==> src/tx_pcs_pkg.sv <==
// Shared constants and carrier types for the transmit coding and serializing path
`default_nettype none
package tx_pcs_pkg;
    // Last bit index of a serializer word, 10-bit and 8-bit paths
    localparam logic [3:0] LAST_BIT_10 = 4'h9;
    localparam logic [3:0] LAST_BIT_8 = 4'h7;
    localparam logic [3:0] BIT_CNT_RESET = 4'h0;
    // Synchronising groups sent after the encoder leaves reset
    localparam logic [1:0] SYNC_GROUPS = 2'h3;
    localparam logic [1:0] SYNC_CNT_RESET = 2'h0;
    // Comma character and its first-transmitted-bit-at-bit-0 code group
    localparam logic [7:0] COMMA_CHAR = 8'hBC;
    localparam logic [9:0] COMMA_NEG_CODE = 10'h17C;
    localparam logic [5:0] K28_SUBBLOCK6 = 6'h0F;
    localparam logic [3:0] ALT7_SUBBLOCK4 = 4'h7;
    localparam logic [4:0] K28_INDEX = 5'h1C;
    localparam logic [9:0] WORD_RESET = 10'h000;
    localparam logic [9:0] MASK_10 = 10'h3FF;
    localparam logic [9:0] MASK_8 = 10'h0FF;
    // Running disparity: 0 is negative, 1 is positive
    localparam logic RD_RESET = 1'b0;

    typedef enum logic [1:0] {
        PH_RESET = 2'b00,
        PH_SYNC = 2'b01,
        PH_DATA = 2'b10
    } tx_phase_t;

    typedef struct packed {
        logic gigabit_ethernet_mode;    // Bypass the byte serializer, no reversal or override
        logic byte_ser_en;              // Split each wide word into two
        logic enc_en;                   // 8b/10b encoder in the path
        logic raw10_en;                 // 10-bit raw words when the encoder is off
        logic bit_reverse_en;           // Mirror the serializer word (basic mode)
        logic tx_bit_invert_en;         // Invert every bit of the serializer word
        logic disparity_override_en;    // Force the disparity of the current group
        logic disparity_override_value; // Forced disparity, 1 is positive
    } tx_cfg_t;

    typedef struct packed {
        logic [19:0] data;              // Wide word, low half sent first
        logic [1:0] ctrl;               // control_char_flag per character
    } tx_word_t;

    typedef struct packed {
        logic [9:0] code;
        logic rd;
    } enc_out_t;
endpackage
`default_nettype wire

==> src/tx_pcs_encode_serialize_path.sv <==
// Transmit byte serializer, 8b/10b encoder, reversal, inversion and bit serializer
// Overview of operation
// - Byte serializer splits wide word into two
// - Gigabit ethernet mode bypasses the byte serializer
// - Low half sent first, high half second
// - Encode character plus flag by running disparity
// - Reset clears disparity, sends negative comma continuously when the encoder is on
// - After reset three commas before user characters when the encoder is on
// - Pipeline latency may precede the first comma
// - Flag low gives data, high gives control
// - Control characters are not checked for validity
// - Override enable forces the group's disparity, except in gigabit ethernet mode
// - Override value ignored while override disabled
// - Later groups continue from forced group's disparity
// - Invert enable flips every serializer input bit
// - Bit reversal mirrors the serializer word, except in gigabit ethernet mode
// - Words load per parallel period, LSB first
// - Code groups follow standard 8b/10b tables
// - Word fetch at parallel rate, halved when splitting
`timescale 1ns/1ps
`default_nettype none
module tx_pcs_encode_serialize_path (
    input wire logic ref_clk,                         // Serial bit clock
    input wire logic arst_n,                          // Asynchronous reset, active low
    input wire logic tx_logic_reset,                  // Transmit digital reset, synchronous, high
    input wire tx_pcs_pkg::tx_cfg_t cfg,              // Mode and feature controls
    input wire tx_pcs_pkg::tx_word_t parallel_in,     // Word from the phase compensation FIFO
    output logic word_take,                           // Pulse: parallel_in taken this cycle
    output logic serial_out,                          // Serial line data
    output logic running_disparity                    // Current running disparity, 1 positive
);
    function automatic logic [5:0] tbl6(input logic [4:0] x);
        case (x)
            5'h00: tbl6 = 6'h27;
            5'h01: tbl6 = 6'h1D;
            5'h02: tbl6 = 6'h2D;
            5'h03: tbl6 = 6'h31;
            5'h04: tbl6 = 6'h35;
            5'h05: tbl6 = 6'h29;
            5'h06: tbl6 = 6'h19;
            5'h07: tbl6 = 6'h38;
            5'h08: tbl6 = 6'h39;
            5'h09: tbl6 = 6'h25;
            5'h0A: tbl6 = 6'h15;
            5'h0B: tbl6 = 6'h34;
            5'h0C: tbl6 = 6'h0D;
            5'h0D: tbl6 = 6'h2C;
            5'h0E: tbl6 = 6'h1C;
            5'h0F: tbl6 = 6'h17;
            5'h10: tbl6 = 6'h1B;
            5'h11: tbl6 = 6'h23;
            5'h12: tbl6 = 6'h13;
            5'h13: tbl6 = 6'h32;
            5'h14: tbl6 = 6'h0B;
            5'h15: tbl6 = 6'h2A;
            5'h16: tbl6 = 6'h1A;
            5'h17: tbl6 = 6'h3A;
            5'h18: tbl6 = 6'h33;
            5'h19: tbl6 = 6'h26;
            5'h1A: tbl6 = 6'h16;
            5'h1B: tbl6 = 6'h36;
            5'h1C: tbl6 = 6'h0E;
            5'h1D: tbl6 = 6'h2E;
            5'h1E: tbl6 = 6'h1E;
            default: tbl6 = 6'h2B;
        endcase
    endfunction

    function automatic logic [3:0] tbl4(input logic [2:0] y);
        case (y)
            3'h0: tbl4 = 4'hB;
            3'h1: tbl4 = 4'h9;
            3'h2: tbl4 = 4'h5;
            3'h3: tbl4 = 4'hC;
            3'h4: tbl4 = 4'hD;
            3'h5: tbl4 = 4'hA;
            3'h6: tbl4 = 4'h6;
            default: tbl4 = 4'hE;
        endcase
    endfunction

    // Tables hold the negative column, first-sent bit as MSB; the other column is derived
    function automatic tx_pcs_pkg::enc_out_t encode(input logic [7:0] b, input logic k, input logic rd);
        logic [5:0] s6;
        logic [3:0] s4;
        logic [2:0] n6;
        logic [2:0] n4;
        logic rd6;
        logic alt;
        logic [9:0] msb;
        tx_pcs_pkg::enc_out_t r;
        s6 = (k && b[4:0] == tx_pcs_pkg::K28_INDEX) ? tx_pcs_pkg::K28_SUBBLOCK6 : tbl6(b[4:0]);
        n6 = 3'($countones(s6));
        if (rd && (n6 != 3'h3 || b[4:0] == 5'h07)) begin
            s6 = ~s6;
        end
        rd6 = (n6 != 3'h3) ? ~rd : rd;
        alt = (b[7:5] == 3'h7) && (k || (!rd6 && (b[4:0] == 5'h11 || b[4:0] == 5'h12 || b[4:0] == 5'h14))
              || (rd6 && (b[4:0] == 5'h0B || b[4:0] == 5'h0D || b[4:0] == 5'h0E)));
        s4 = alt ? tx_pcs_pkg::ALT7_SUBBLOCK4 : tbl4(b[7:5]);
        n4 = 3'($countones(s4));
        if (rd6 && (n4 != 3'h2 || b[7:5] == 3'h3)) begin
            s4 = ~s4;
        end else if (!rd6 && k && n4 == 3'h2 && b[7:5] != 3'h3) begin
            s4 = ~s4;
        end
        r.rd = (n4 != 3'h2) ? ~rd6 : rd6;
        msb = {s6, s4};
        for (int i = 0; i < 10; i++) begin
            r.code[i] = msb[9 - i];
        end
        return r;
    endfunction

    tx_pcs_pkg::tx_phase_t phase_reg, phase_next;
    logic [1:0] sync_cnt_reg, sync_cnt_next;
    logic rd_reg, rd_next;
    logic [3:0] bit_cnt_reg, bit_cnt_next;
    logic half_sel_reg, half_sel_next;
    logic [9:0] hold_data_reg, hold_data_next;
    logic hold_ctrl_reg, hold_ctrl_next;
    logic [9:0] shift_reg, shift_next;
    logic serial_out_reg, word_take_reg, word_take_next;

    wire logic wide10 = cfg.enc_en | cfg.raw10_en;
    wire logic [3:0] last_bit = wide10 ? tx_pcs_pkg::LAST_BIT_10 : tx_pcs_pkg::LAST_BIT_8;
    wire logic boundary = bit_cnt_reg >= last_bit;
    wire logic ser_active = cfg.byte_ser_en & ~cfg.gigabit_ethernet_mode;
    wire logic raw10_path = ~cfg.enc_en & cfg.raw10_en;
    wire logic [9:0] lo_data = raw10_path ? parallel_in.data[9:0] : {2'h0, parallel_in.data[7:0]};
    wire logic [9:0] hi_data = raw10_path ? parallel_in.data[19:10] : {2'h0, parallel_in.data[15:8]};
    wire logic use_hold = ser_active & half_sel_reg;
    wire logic [9:0] cur_data = use_hold ? hold_data_reg : lo_data;
    wire logic cur_ctrl = use_hold ? hold_ctrl_reg : parallel_in.ctrl[0];
    wire logic in_data = phase_reg == tx_pcs_pkg::PH_DATA;
    // Override is a basic-mode feature; outside it the value input is ignored
    wire logic override_on = cfg.disparity_override_en & cfg.enc_en & ~cfg.gigabit_ethernet_mode;
    wire logic enc_rd_in = tx_logic_reset ? tx_pcs_pkg::RD_RESET :
                           (in_data && override_on) ? cfg.disparity_override_value : rd_reg;
    wire logic [7:0] enc_char = in_data ? cur_data[7:0] : tx_pcs_pkg::COMMA_CHAR;
    wire logic enc_k = ~in_data | cur_ctrl;
    wire tx_pcs_pkg::enc_out_t enc_out = encode(enc_char, enc_k, enc_rd_in);
    wire logic [9:0] raw_word = cfg.enc_en ? enc_out.code : (in_data ? cur_data : tx_pcs_pkg::WORD_RESET);

    logic [9:0] rev10;
    logic [9:0] rev8;
    genvar gi;
    generate
        for (gi = 0; gi < 10; gi++) begin : g_rev10
            assign rev10[gi] = raw_word[9 - gi];
        end
        for (gi = 0; gi < 10; gi++) begin : g_rev8
            if (gi < 8) begin : g_bit
                assign rev8[gi] = raw_word[7 - gi];
            end else begin : g_pad
                assign rev8[gi] = 1'b0;
            end
        end
    endgenerate

    wire logic rev_on = cfg.bit_reverse_en & ~cfg.gigabit_ethernet_mode;
    wire logic [9:0] ordered_word = rev_on ? (wide10 ? rev10 : rev8) : raw_word;
    wire logic [9:0] word_mask = wide10 ? tx_pcs_pkg::MASK_10 : tx_pcs_pkg::MASK_8;
    // Inversion sits last so it composes with reversal; toggling it upsets the far decoder briefly
    wire logic [9:0] line_word = ordered_word ^ (cfg.tx_bit_invert_en ? word_mask : tx_pcs_pkg::WORD_RESET);

    always_comb begin
        phase_next = phase_reg;
        sync_cnt_next = sync_cnt_reg;
        rd_next = rd_reg;
        half_sel_next = half_sel_reg;
        hold_data_next = hold_data_reg;
        hold_ctrl_next = hold_ctrl_reg;
        if (tx_logic_reset) begin
            phase_next = tx_pcs_pkg::PH_RESET;
            sync_cnt_next = tx_pcs_pkg::SYNC_CNT_RESET;
            rd_next = tx_pcs_pkg::RD_RESET;
            half_sel_next = 1'b0;
            hold_data_next = tx_pcs_pkg::WORD_RESET;
            hold_ctrl_next = 1'b0;
        end else if (boundary) begin
            if (cfg.enc_en) begin
                rd_next = enc_out.rd;
            end
            case (phase_reg)
                tx_pcs_pkg::PH_RESET: begin
                    // This boundary already emits the first synchronising comma
                    sync_cnt_next = 2'h1;
                    phase_next = cfg.enc_en ? tx_pcs_pkg::PH_SYNC : tx_pcs_pkg::PH_DATA;
                end
                tx_pcs_pkg::PH_SYNC: begin
                    sync_cnt_next = 2'(sync_cnt_reg + 2'h1);
                    if (2'(sync_cnt_reg + 2'h1) == tx_pcs_pkg::SYNC_GROUPS) begin
                        phase_next = tx_pcs_pkg::PH_DATA;
                    end
                end
                tx_pcs_pkg::PH_DATA: begin
                    half_sel_next = ser_active & ~half_sel_reg;
                    if (ser_active && !half_sel_reg) begin
                        hold_data_next = hi_data;
                        hold_ctrl_next = parallel_in.ctrl[1];
                    end
                end
                default: phase_next = tx_pcs_pkg::PH_RESET;
            endcase
        end
    end

    assign bit_cnt_next = boundary ? tx_pcs_pkg::BIT_CNT_RESET : 4'(bit_cnt_reg + 4'h1);
    assign shift_next = boundary ? line_word : {1'b0, shift_reg[9:1]};
    // Strobe is computed one cycle early and registered, so it is high in the boundary cycle straight from a flip-flop
    assign word_take_next = (bit_cnt_next == last_bit) && !tx_logic_reset
                            && (phase_next == tx_pcs_pkg::PH_DATA) && !(ser_active && half_sel_next);

    always_ff @(posedge ref_clk or negedge arst_n) begin
        if (!arst_n) begin
            phase_reg <= tx_pcs_pkg::PH_RESET;
            sync_cnt_reg <= tx_pcs_pkg::SYNC_CNT_RESET;
            rd_reg <= tx_pcs_pkg::RD_RESET;
            bit_cnt_reg <= tx_pcs_pkg::BIT_CNT_RESET;
            half_sel_reg <= 1'b0;
            hold_data_reg <= tx_pcs_pkg::WORD_RESET;
            hold_ctrl_reg <= 1'b0;
        end else begin
            phase_reg <= phase_next;
            sync_cnt_reg <= sync_cnt_next;
            rd_reg <= rd_next;
            bit_cnt_reg <= bit_cnt_next;
            half_sel_reg <= half_sel_next;
            hold_data_reg <= hold_data_next;
            hold_ctrl_reg <= hold_ctrl_next;
        end
    end

    always_ff @(posedge ref_clk or negedge arst_n) begin
        if (!arst_n) begin
            shift_reg <= tx_pcs_pkg::WORD_RESET;
            serial_out_reg <= 1'b0;
            word_take_reg <= 1'b0;
        end else begin
            shift_reg <= shift_next;
            serial_out_reg <= shift_next[0];
            word_take_reg <= word_take_next;
        end
    end

    assign word_take = word_take_reg;
    assign serial_out = serial_out_reg;
    assign running_disparity = rd_reg;
endmodule // tx_pcs_encode_serialize_path
`default_nettype wire

==> config.mk <==
export PLATFORM = sky130hd
export DESIGN_NAME = tx_pcs_encode_serialize_path
export DESIGN_NICKNAME = d
export VERILOG_FILES = /design/src/tx_pcs_pkg.sv /design/src/tx_pcs_encode_serialize_path.sv
export SDC_FILE = /design/constraint.sdc
export NUM_CORES = 1
export LEC_CHECK = 0
export BUFFER_PORTS_ARGS = -buffer_cell sky130_fd_sc_hd__clkbuf_2
export CORE_AREA = 5 5 99 101
export DETAILED_ROUTE_END_ITERATION = 8
export DIE_AREA = 0 0 104 106
export HOLD_SLACK_MARGIN = 0.15
export PLACE_DENSITY = 0.61
export SYNTH_ARGS = -nofsm -noshare
export SYNTH_HDL_FRONTEND = slang
export SYNTH_SLANG_ARGS = --single-unit
==> constraint.sdc <==
create_clock -name ref_clk -period 10.97 [get_ports ref_clk]
set_input_delay 1.097 -clock ref_clk [delete_from_list [all_inputs] [get_ports ref_clk]]
set_output_delay 1.097 -clock ref_clk [all_outputs]
set_load 0.02 [all_outputs]
==> Yosys cells after proc, flatten, opt, wreduce, memory -nomap -nowiden <==
Memory sizes are Yosys's and may differ from the RTL's.
Index checks and enable logic that the tools add are counted.
W data, S select, Z words.
{ "totals": {"inputBits": 33, "regBits": 33, "output_inout_bits": 3, "elab_cells": 147, "mem_bits_ro": 192, "n_memories": 1} }
{ "mem_list": {"columns": ["memory", "words", "width", "rd", "rd_ports_with_merged_regs", "write_ports", "line", "rtl"], "rows": [
  ["(no name shown)", 32, 6, 1, 0, 0, "tx_pcs_encode_serialize_path.sv:33", "case (x)"]
]} }
{ "op_classes": {"mux": 46, "n_eq_ne": 24, "order_cmp": 1, "reduce_logical": 37, "bitwise_logic": 18, "n_addsub": 10} }
{ "ops": {"columns": ["operator", "count"], "rows": [
  ["$mux W10", 14],
  ["$pmux W4 S7", 1],
  ["$eq A5 B5 Y1 const B", 4],
  ["$mux W4", 5],
  ["$eq A5 B4 Y1 const B", 3],
  ["$logic_and A1 B1 Y1", 15],
  ["$mux W1", 15],
  ["$eq A3 B3 Y1 const B", 4],
  ["$mux W2", 6],
  ["$mux W6", 2],
  ["$add A1 B1 Y2", 5],
  ["$xor A10 B10 Y10", 1],
  ["$eq A3 B2 Y1 const B", 3],
  ["$ne A3 B2 Y1 const B", 3],
  ["$logic_or A1 B1 Y1", 8],
  ["$mux W8", 1],
  ["$reduce_bool A2 Y1", 4],
  ["$and A1 B1 Y1", 7],
  ["$add A2 B2 Y3", 2],
  ["$eq A2 B2 Y1 const B", 3],
  ["$not A1 Y1", 6],
  ["$not A6 Y6", 1],
  ["$pmux W2 S3", 1],
  ["$eq A5 B3 Y1 const B", 1],
  ["16 further kinds", 21]
]} }

==> Longest topological paths before layout <==
Gate-level depths: netlist of run 1.
{ "depth": {"depth_word": 31, "depth_mapped": 38, "ltp_nobuf": 34} }

==> Worst setup path before layout of run 1 <==
OpenSTA, ideal clock, no wires.
{ "synth_path": {"path_type": "input -> register", "startpoint": "input port cfg[7] (netlist bit)", "endpoint": "register shift_reg[6]", "t_required_ns": 10.846, "setup_time_ns": 0.124, "slack_ns": 2.005, "stages": 36, "n_path_buf": 4, "arrival_ns": 8.841, "cell_sequence": "nand3b_4 -> buf_6 -> buf_4 -> mux2_2 -> and2_1 -> clkbuf_1 -> inv_1 -> ha_1 -> nor4_1 -> o41a_1 -> nand2_1 -> fa_1 -> inv_1 -> fa_1 -> inv_1 -> ha_1 -> inv_1 -> fa_1 -> nand3b_1 -> o311a_4 -> and4b_1 -> or2_4 -> o21ai_0 -> inv_1 -> fa_1 -> inv_1 -> ha_1 -> ha_1 -> nor3b_1 -> a21boi_0 -> or3b_4 -> and2_1 -> buf_2 -> a311oi_1 -> nand3_1 -> nor3b_1"} }
{ "synth_via": {"elab_chain_cells": 30, "word_cells_on_any_way": 75, "cone_classes": "8 x add/sub; 19 x eq/ne; 17 x mux; 10 x bitwise; 20 x reduce/logical; 1 x memory"} }
{ "synth_rtl": {"columns": ["element", "line", "rtl"], "rows": [
  ["start: declaration", "tx_pcs_encode_serialize_path.sv:26", "input wire tx_pcs_pkg::tx_cfg_t cfg,"],
  ["$not A1 Y1 *", "tx_pcs_encode_serialize_path.sv:128, tx_pcs_encode_serialize_path.sv:137, tx_pcs_encode_serialize_path.sv:161", null],
  ["branches (longest 26 deep; another with $mem_v2 Z32 W6)", null, null],
  ["$mux W10 *", "tx_pcs_encode_serialize_path.sv:162", "wire logic [9:0] ordered_word = rev_on ? (wide10 ? rev10 : rev8) : raw_word;"],
  ["$xor A10 B10 Y10 *", "tx_pcs_encode_serialize_path.sv:165", "wire logic [9:0] line_word = ordered_word ^ (cfg.tx_bit_invert_en ? word_mask : tx_pcs_pkg::WORD_RESET);"],
  ["$mux W10 *", "tx_pcs_encode_serialize_path.sv:210", "assign shift_next = boundary ? line_word : {1'b0, shift_reg[9:1]};"],
  ["named net shift_next[6]", "tx_pcs_encode_serialize_path.sv:122", "logic [9:0] shift_reg, shift_next;"],
  ["end signal: assignment", "tx_pcs_encode_serialize_path.sv:237", "shift_reg <= tx_pcs_pkg::WORD_RESET;"],
  ["end signal: assignment", "tx_pcs_encode_serialize_path.sv:241", "shift_reg <= shift_next;"],
  ["end: declaration", "tx_pcs_encode_serialize_path.sv:122", null]
]} }
Mark *: on every way through the listed nets, which the timed path passes.
A chain may end at the register's enable or synchronous reset.

==> Worst setup path in the final report of run 1 <==
{ "layout_path": {"startpoint": "input port cfg[7] (netlist bit)", "endpoint": "register shift_reg[2]"} }
{ "layout_via": {"elab_chain_cells": 31, "word_cells_on_any_way": 75, "cone_classes": "8 x add/sub; 19 x eq/ne; 17 x mux; 10 x bitwise; 20 x reduce/logical; 1 x memory"} }
{ "layout_rtl": {"columns": ["element", "line"], "rows": [
  ["$not A1 Y1 *", "tx_pcs_encode_serialize_path.sv:128, tx_pcs_encode_serialize_path.sv:137, tx_pcs_encode_serialize_path.sv:161"],
  ["branches (longest 27 deep; another with $mem_v2 Z32 W6)", null],
  ["$mux W10 *", "tx_pcs_encode_serialize_path.sv:162"],
  ["$xor A10 B10 Y10 *", "tx_pcs_encode_serialize_path.sv:165"],
  ["$mux W10 *", "tx_pcs_encode_serialize_path.sv:210"],
  ["named net shift_next[2]", "tx_pcs_encode_serialize_path.sv:122"]
]} }
Marks and branches as above.

==> metrics.cfg, run 1 <==
[status]
outcome=finished, final reports clean

[timing]
finalSetupViolCount=0
period_share=0.859
whs_ps=489
worst_pin_slew_ps=1170
hold_viol_final=0
min_period_ps=9420
fmax_ghz=0.106
fin_skew_ps=10.4
slew_viol_final=0
slew_headroom=0.214
tns_ps=0
rsz0062_at_grt=false

[synth]
synth-edff-count=0
synth-compound-area-share=0.239
synth_ff_type=dfrtp_1
synthesis.nets=528
synthMuxAreaShare=0.0966
synth_fa_ha_area_frac=0.0607
synth-simple-area-share=0.297
ys_warn_count=0
synth.distinct_cells=82
synth_top_family_by_area=simple AND/OR/NAND/NOR gates
ys_seq_area_frac=0.211
avgSynthCellArea_um2=7.92
synthArstFlopShare=1.00
synth-seq-cells=32
synth_cells=479
netlist_area_um2=3790
synth_xor_xnor_area_share=0.0300

[run]
max_cap_viol_count=0

[placed_design]
gp_congestion=1.03
dp_hpwl_um=8580
portBuffers=35
placed_area_um2=3950

[critical_path]
path_common_cell=inv_1
worstPathBufferInverterCount=7
cp.arrival_ps=9660
r2r_slack_ps=1620
worstReg2RegStart=phase_reg[1]
slowest_stage=fa_1
max_stage_delay_ps=540
r2r_cells=33
cp_top_family=simple AND/OR/NAND/NOR gates
cp_max_fo=32
rr_endpoint=shift_reg[2]
required_ps=11210
worstSetupPathType=input port to flop
cp-end-kind=flop
start_kind=input port

[clock_tree]
cts_resized=0
cts_sinks=32
numCtsBuffers=5
cts_tree=built
clock_latency_ps=300
ctsHoldBuffers=0
htreeDepth=2
clkTransAtPathRegs_ps=80
cts_setup_buffers=0
cts_buffer_depth=2
cts_root_buffer=clkbuf_8

[worst_hold_path]
min_to=shift_reg[1]
worst_hold_path_type=flop to flop
min_path_cells=2
hp-start=shift_reg[2]

[floorplanning]
coreArea_um2=8930
die_w_um=104
die_y_um=106
initial_utilization=0.425
row_count=35
die_area_um2=11000
ios=36

[global_route]
grt_pass1_vias=3666
grt_pass1_wl_um=19100
antenna_found_initial=0
grt_usage=0.209
grt-ovfl-total=0
grt_max_degree=33

[power_and_ir_drop]
pwr_density_cell_nw_per_um2=149
p_int_uw=344
combPwrFrac=0.517
netSwitchingPower_uw=264
irDropWorstVdd_mv=0.130
clockPowerShare=0.199
pwr-share-seq=0.284
swShare=0.434
p_leak_uw=0.00170

[final_layout]
final_net_count=534
regArea_um2=801
multi_input_area_um2=2750
drive_gt1_frac=0.148
antenna_cells=0
fillers=906
syn2layout_area_growth_pct=7.26
postLayoutCellArea_um2=4070

[detailed_routing]
via_per_inst=6.30
wl_per_cell_um=19.2
dr.pass1.iters=5
route.detailed.drc=0
drtIter0Drc=370
routed_wl_um=11500
postRouteAntennaNets=0
vias=3759

-- final cells by class --
cell class | count | share of cell area
Clock buffer | 5 | 0.0169
Clock inverter | 3 | 0.0114
Sequential cell | 32 | 0.197
Tap cell | 111 | 0.0341
Inverter | 17 | 0.0157
Timing Repair Buffer | 38 | 0.0486
Multi-Input combinational cell | 391 | 0.677
-- worst max-delay path by stage --
| stage | from | cells past startpoint | slack (ps) | endpoint |
|---|---|---|---|---|
| 3_5_place_dp | cfg[7] | 34 | 1310 | shift_reg[2] |
| 6_report | cfg[7] | 34 | 1550 | shift_reg[2] |
| 3_3_place_gp | cfg[7] | 34 | 1600 | shift_reg[2] |
| 2_1_floorplan | cfg[7] | 36 | 2010 | shift_reg[6] |
| 4_1_cts | cfg[7] | 34 | 1610 | shift_reg[2] |
| 5_1_grt | cfg[7] | 34 | 940 | shift_reg[2] |
-- metal layers --
| layer | vias to the layer above | global-route usage | share of wire |
|---|---|---|---|
| li1 | 1796 | - | - |
| met4 | 0 | 0.0629 | 0.023 |
| met2 | 116 | 0.354 | 0.48 |
| met5 | - | 0 | 0 |
| met3 | 32 | 0.0358 | 0.052 |
| met1 | 1815 | 0.273 | 0.45 |
-- through the flow --
stage | instances | util | total power (µW) | setup WS [ps]
2_1_floorplan | 479 | - | 412 | 2010
3_3_place_gp | 589 | 0.443 | 481 | 1600
3_5_place_dp | 589 | 0.443 | 486 | 1310
4_1_cts | 597 | 0.455 | 611 | 1610
5_1_grt | 597 | 0.455 | 658 | 939
6_report | 597 | 0.455 | 608 | 1550
-- worst reg2reg max path, delay by kind of cell, from the launching register on --
kind | cells | cell delay (ps)
AO/OA/AOI/OAI | 6 | 1650
adder cells (fa/ha/maj) | 8 | 2840
buffers and inverters | 7 | 770
flip-flops | 1 | 780
AND/OR/NAND/NOR | 12 | 3260
-- power by group through the flow --
| stage | clock (µW) | sequential [µW] | combinational (µW) |
|---|---|---|---|
| floorplan | 0 | 165 | 247 |
| global placement | 0 | 174 | 307 |
| detailed placement | 0 | 175 | 312 |
| CTS | 125 | 173 | 313 |
| global route | 131 | 176 | 351 |
| finish | 121 | 173 | 314 |
-- layout by cell type, fill, tap and decap left out, types with 4 or more instances in the layout --
cell type / n
and2_1: 5
clkbuf_8: 5
inv_1: 16
nor2b_1: 5
nand2b_1: 12
o211ai_1: 4
xnor2_1: 10
nand4b_1: 4
mux2i_1: 27
fa_1: 4
mux2_2: 6
nor4b_1: 6
nand4_1: 5
clkbuf_2: 35
a31oi_1: 5
nor2_1: 39
a21oi_1: 27
and3_1: 8
nor3_1: 15
o22ai_1: 5
a211oi_1: 11
and4b_1: 4
nand2_1: 41
nor3b_1: 5
nand3_1: 24
nor4_1: 5
nand3b_1: 7
a21o_1: 7
dfrtp_1: 32
o21ai_0: 20
ha_1: 12
-- cells in the mapped netlist, types with 4 or more instances --
cell      instances  area share
nor2b_1           5      0.0082
nor4_1            5      0.0082
nand4_1           5      0.0082
o211ai_1          4      0.0079
nand2b_1         12       0.020
and2_1            5      0.0082
inv_1            16       0.016
nand3b_1          7       0.014
nor4b_1           6       0.014
and3_1            8       0.013
nand3_1          24       0.032
dfrtp_1          32        0.21
nor3_1           16       0.021
a31oi_1           5      0.0082
nor2_1           39       0.039
a21o_1            7       0.014
nor3b_1           5      0.0099
o21ai_0          20       0.026
fa_1              4       0.021
clkbuf_1         27       0.027
ha_1             12       0.040
and4b_1           4       0.011
a211oi_1         11       0.022
xnor2_1          10       0.023
mux2i_1          27       0.071
nand4b_1          4      0.0092
o22ai_1           5      0.0082
buf_2             6      0.0079
nand2_1          41       0.041
a21oi_1          27       0.036
mux2_2            6       0.018
-- logic make-up (layout without fill, tap and decap cells) --
| group | after synthesis | in the layout |
|---|---|---|
| DFF | 32 | 32 |
| buffers and inverters | 56 | 63 |
| xor gates and xnor gates | 13 | 13 |
| adders and majority gates | 16 | 16 |
| muxes | 35 | 35 |
| and+or+nand+nor | 202 | 202 |
| AOI/OAI and AO/OA | 125 | 125 |
Power figures use the tool's default switching activity.
==> run 2: changes to the inputs <==
Clock period 10.97 ns to 10.2 ns, I/O delays scaled along.
==> metrics.cfg, run 2 (synthesis gave the netlist of run 1 again) <==
[timing]
rsz0062_at_grt=false
hold_viol_final=0  ; unchanged
worst_pin_slew_ps=1180  ; +7.77 ps
tns_ps=0  ; unchanged
min_period_ps=9050
finalSetupViolCount=0  ; unchanged
whs_ps=477  ; -12.2 ps
fin_skew_ps=2.16  ; -8.23 ps
fmax_ghz=0.111
slew_headroom=0.209  ; -0.00521
fin_ws_ps=1150  ; -392 ps
period_share=0.887
slew_viol_final=0  ; unchanged

[final_layout]
antenna_cells=0  ; unchanged
final_common_cell=nand2_1
final_cell_mix=nand2_1 (41), nor2_1 (39), clkbuf_2 (35)
drive_gt1_frac=0.152  ; +0.00349
multi_input_area_um2=2750  ; unchanged
final_net_count=536  ; +0.37%
syn2layout_area_growth_pct=7.06
regArea_um2=801  ; unchanged
fillers=936  ; +3.3%
instances_no_fill=599  ; +0.34%

[placed_design]
place_inst=591  ; +0.34%
portBuffers=35  ; unchanged
dp_hpwl_um=8600  ; +0.15%
pre_cts_ws_ps=938  ; -372 ps
gp_congestion=1.02  ; -1.2%

[floorplanning]
die_w_um=104  ; unchanged
coreArea_um2=8930  ; unchanged
die_area_um2=11000  ; unchanged
die_y_um=106  ; unchanged
initial_utilization=0.425  ; unchanged
ios=36  ; unchanged
row_count=35  ; unchanged

[critical_path]
r2r_cells=32  ; -3.0%
required_ps=10430  ; -780 ps
r2r_slack_ps=1280  ; -340 ps
rr_endpoint=shift_reg[2]
worstPathBufferInverterCount=8  ; +1
worstSetupPathType=input port to flop
cp_top_family=adder cells
start_kind=input port
path_common_cell=inv_1
slowest_stage=fa_1
cp-end-kind=flop
worstReg2RegStart=phase_reg[1]
cp.arrival_ps=9270  ; -390 ps
max_stage_delay_ps=540  ; about the same
cp_max_fo=31  ; -3.1%

[detailed_routing]
dr.pass1.iters=5  ; unchanged
routed_wl_um=11400  ; -1.1%
wl_per_cell_um=19.0  ; -1.4%
route.detailed.drc=0  ; unchanged
vias=3804  ; +1.2%
drtIter0Drc=282  ; -24%
postRouteAntennaNets=0  ; unchanged
via_per_inst=6.35  ; +0.86%

[power_and_ir_drop]
irDropWorstVdd_mv=0.112  ; -14%
pwr_density_cell_nw_per_um2=154  ; +3.2%
p_leak_uw=0.00170  ; -0.28%

[clock_tree]
cts_buffer_depth=2  ; unchanged
cts_resized=0  ; unchanged
numCtsBuffers=5  ; unchanged
cts_setup_buffers=0  ; unchanged
clock_latency_ps=290  ; about the same
clkTransAtPathRegs_ps=70  ; about the same
cts_sinks=32  ; unchanged
htreeDepth=2  ; unchanged
ctsHoldBuffers=0  ; unchanged
cts_tree=built
cts_root_buffer=clkbuf_8

[worst_hold_path]
worst_hold_path_type=flop to flop
min_to=shift_reg[7]
hp-start=shift_reg[8]
min_path_cells=1  ; -1

[global_route]
grt_max_degree=33  ; unchanged
grt_pass1_wl_um=18700  ; -2.2%
antenna_found_initial=0  ; unchanged
grt-ovfl-total=0  ; unchanged
grt_usage=0.204  ; -0.00472
grt_pass1_vias=3703  ; +1.0%

[run]
max_cap_viol_count=0  ; unchanged

[status]
outcome=finished, final reports clean

==> run 2: cell types whose count changed in the layout (fill, tap and decap cells not counted), sizes merged <==
cell,delta
buf,+2
bufinv,-1
clkinv,+1
clkinvlp,+1
inv,-1
==> run 2: worst max-delay path by stage <==
stage	startpoint	endpoint	cells after the start
after CTS	cfg[7]	shift_reg[2]	35
after global routing	cfg[7]	shift_reg[6]	34
after detailed placement	cfg[7]	shift_reg[2]	35
final	cfg[7]	shift_reg[2]	35
after global placement	cfg[7]	shift_reg[6]	32
after floorplan	cfg[7]	shift_reg[6]	36
==> run 2: area by class of cell <==
class                   instances  share of cell area
flip-flops and latches         32               0.197
inverters                      17              0.0157
clock buffers                   5              0.0169
well taps                     111              0.0342
multi-input cells             391               0.678
clock inverters                 3             0.00585
repair buffers                 40              0.0524
==> run 2: routing by layer <==
metal	part of all wire	up-vias	track usage	wire, µm
li1	-	1797	-	-
met1	0.43	1842	0.266	4860
met2	0.49	132	0.347	5520
met3	0.053	33	0.0267	606
met4	0.033	0	0.0740	371
met5	0	-	0	0
==> run 2: power by group <==
| part | switching (µW) | internal, µW |
|---|---|---|
| clock | 54.4 | 48.3 |
| combinational | 201 | 137 |
| sequential | 26.4 | 159 |
==> run 2: stage by stage <==
step / cell area [µm²] / total power (µW) / util
floorplan: 3790 / 443 / -
global placement: 3970 / 518 / 0.444
detailed placement: 3970 / 523 / 0.444
CTS: 4060 / 628 / 0.455
global route: 4060 / 682 / 0.455
finish: 4060 / 626 / 0.455
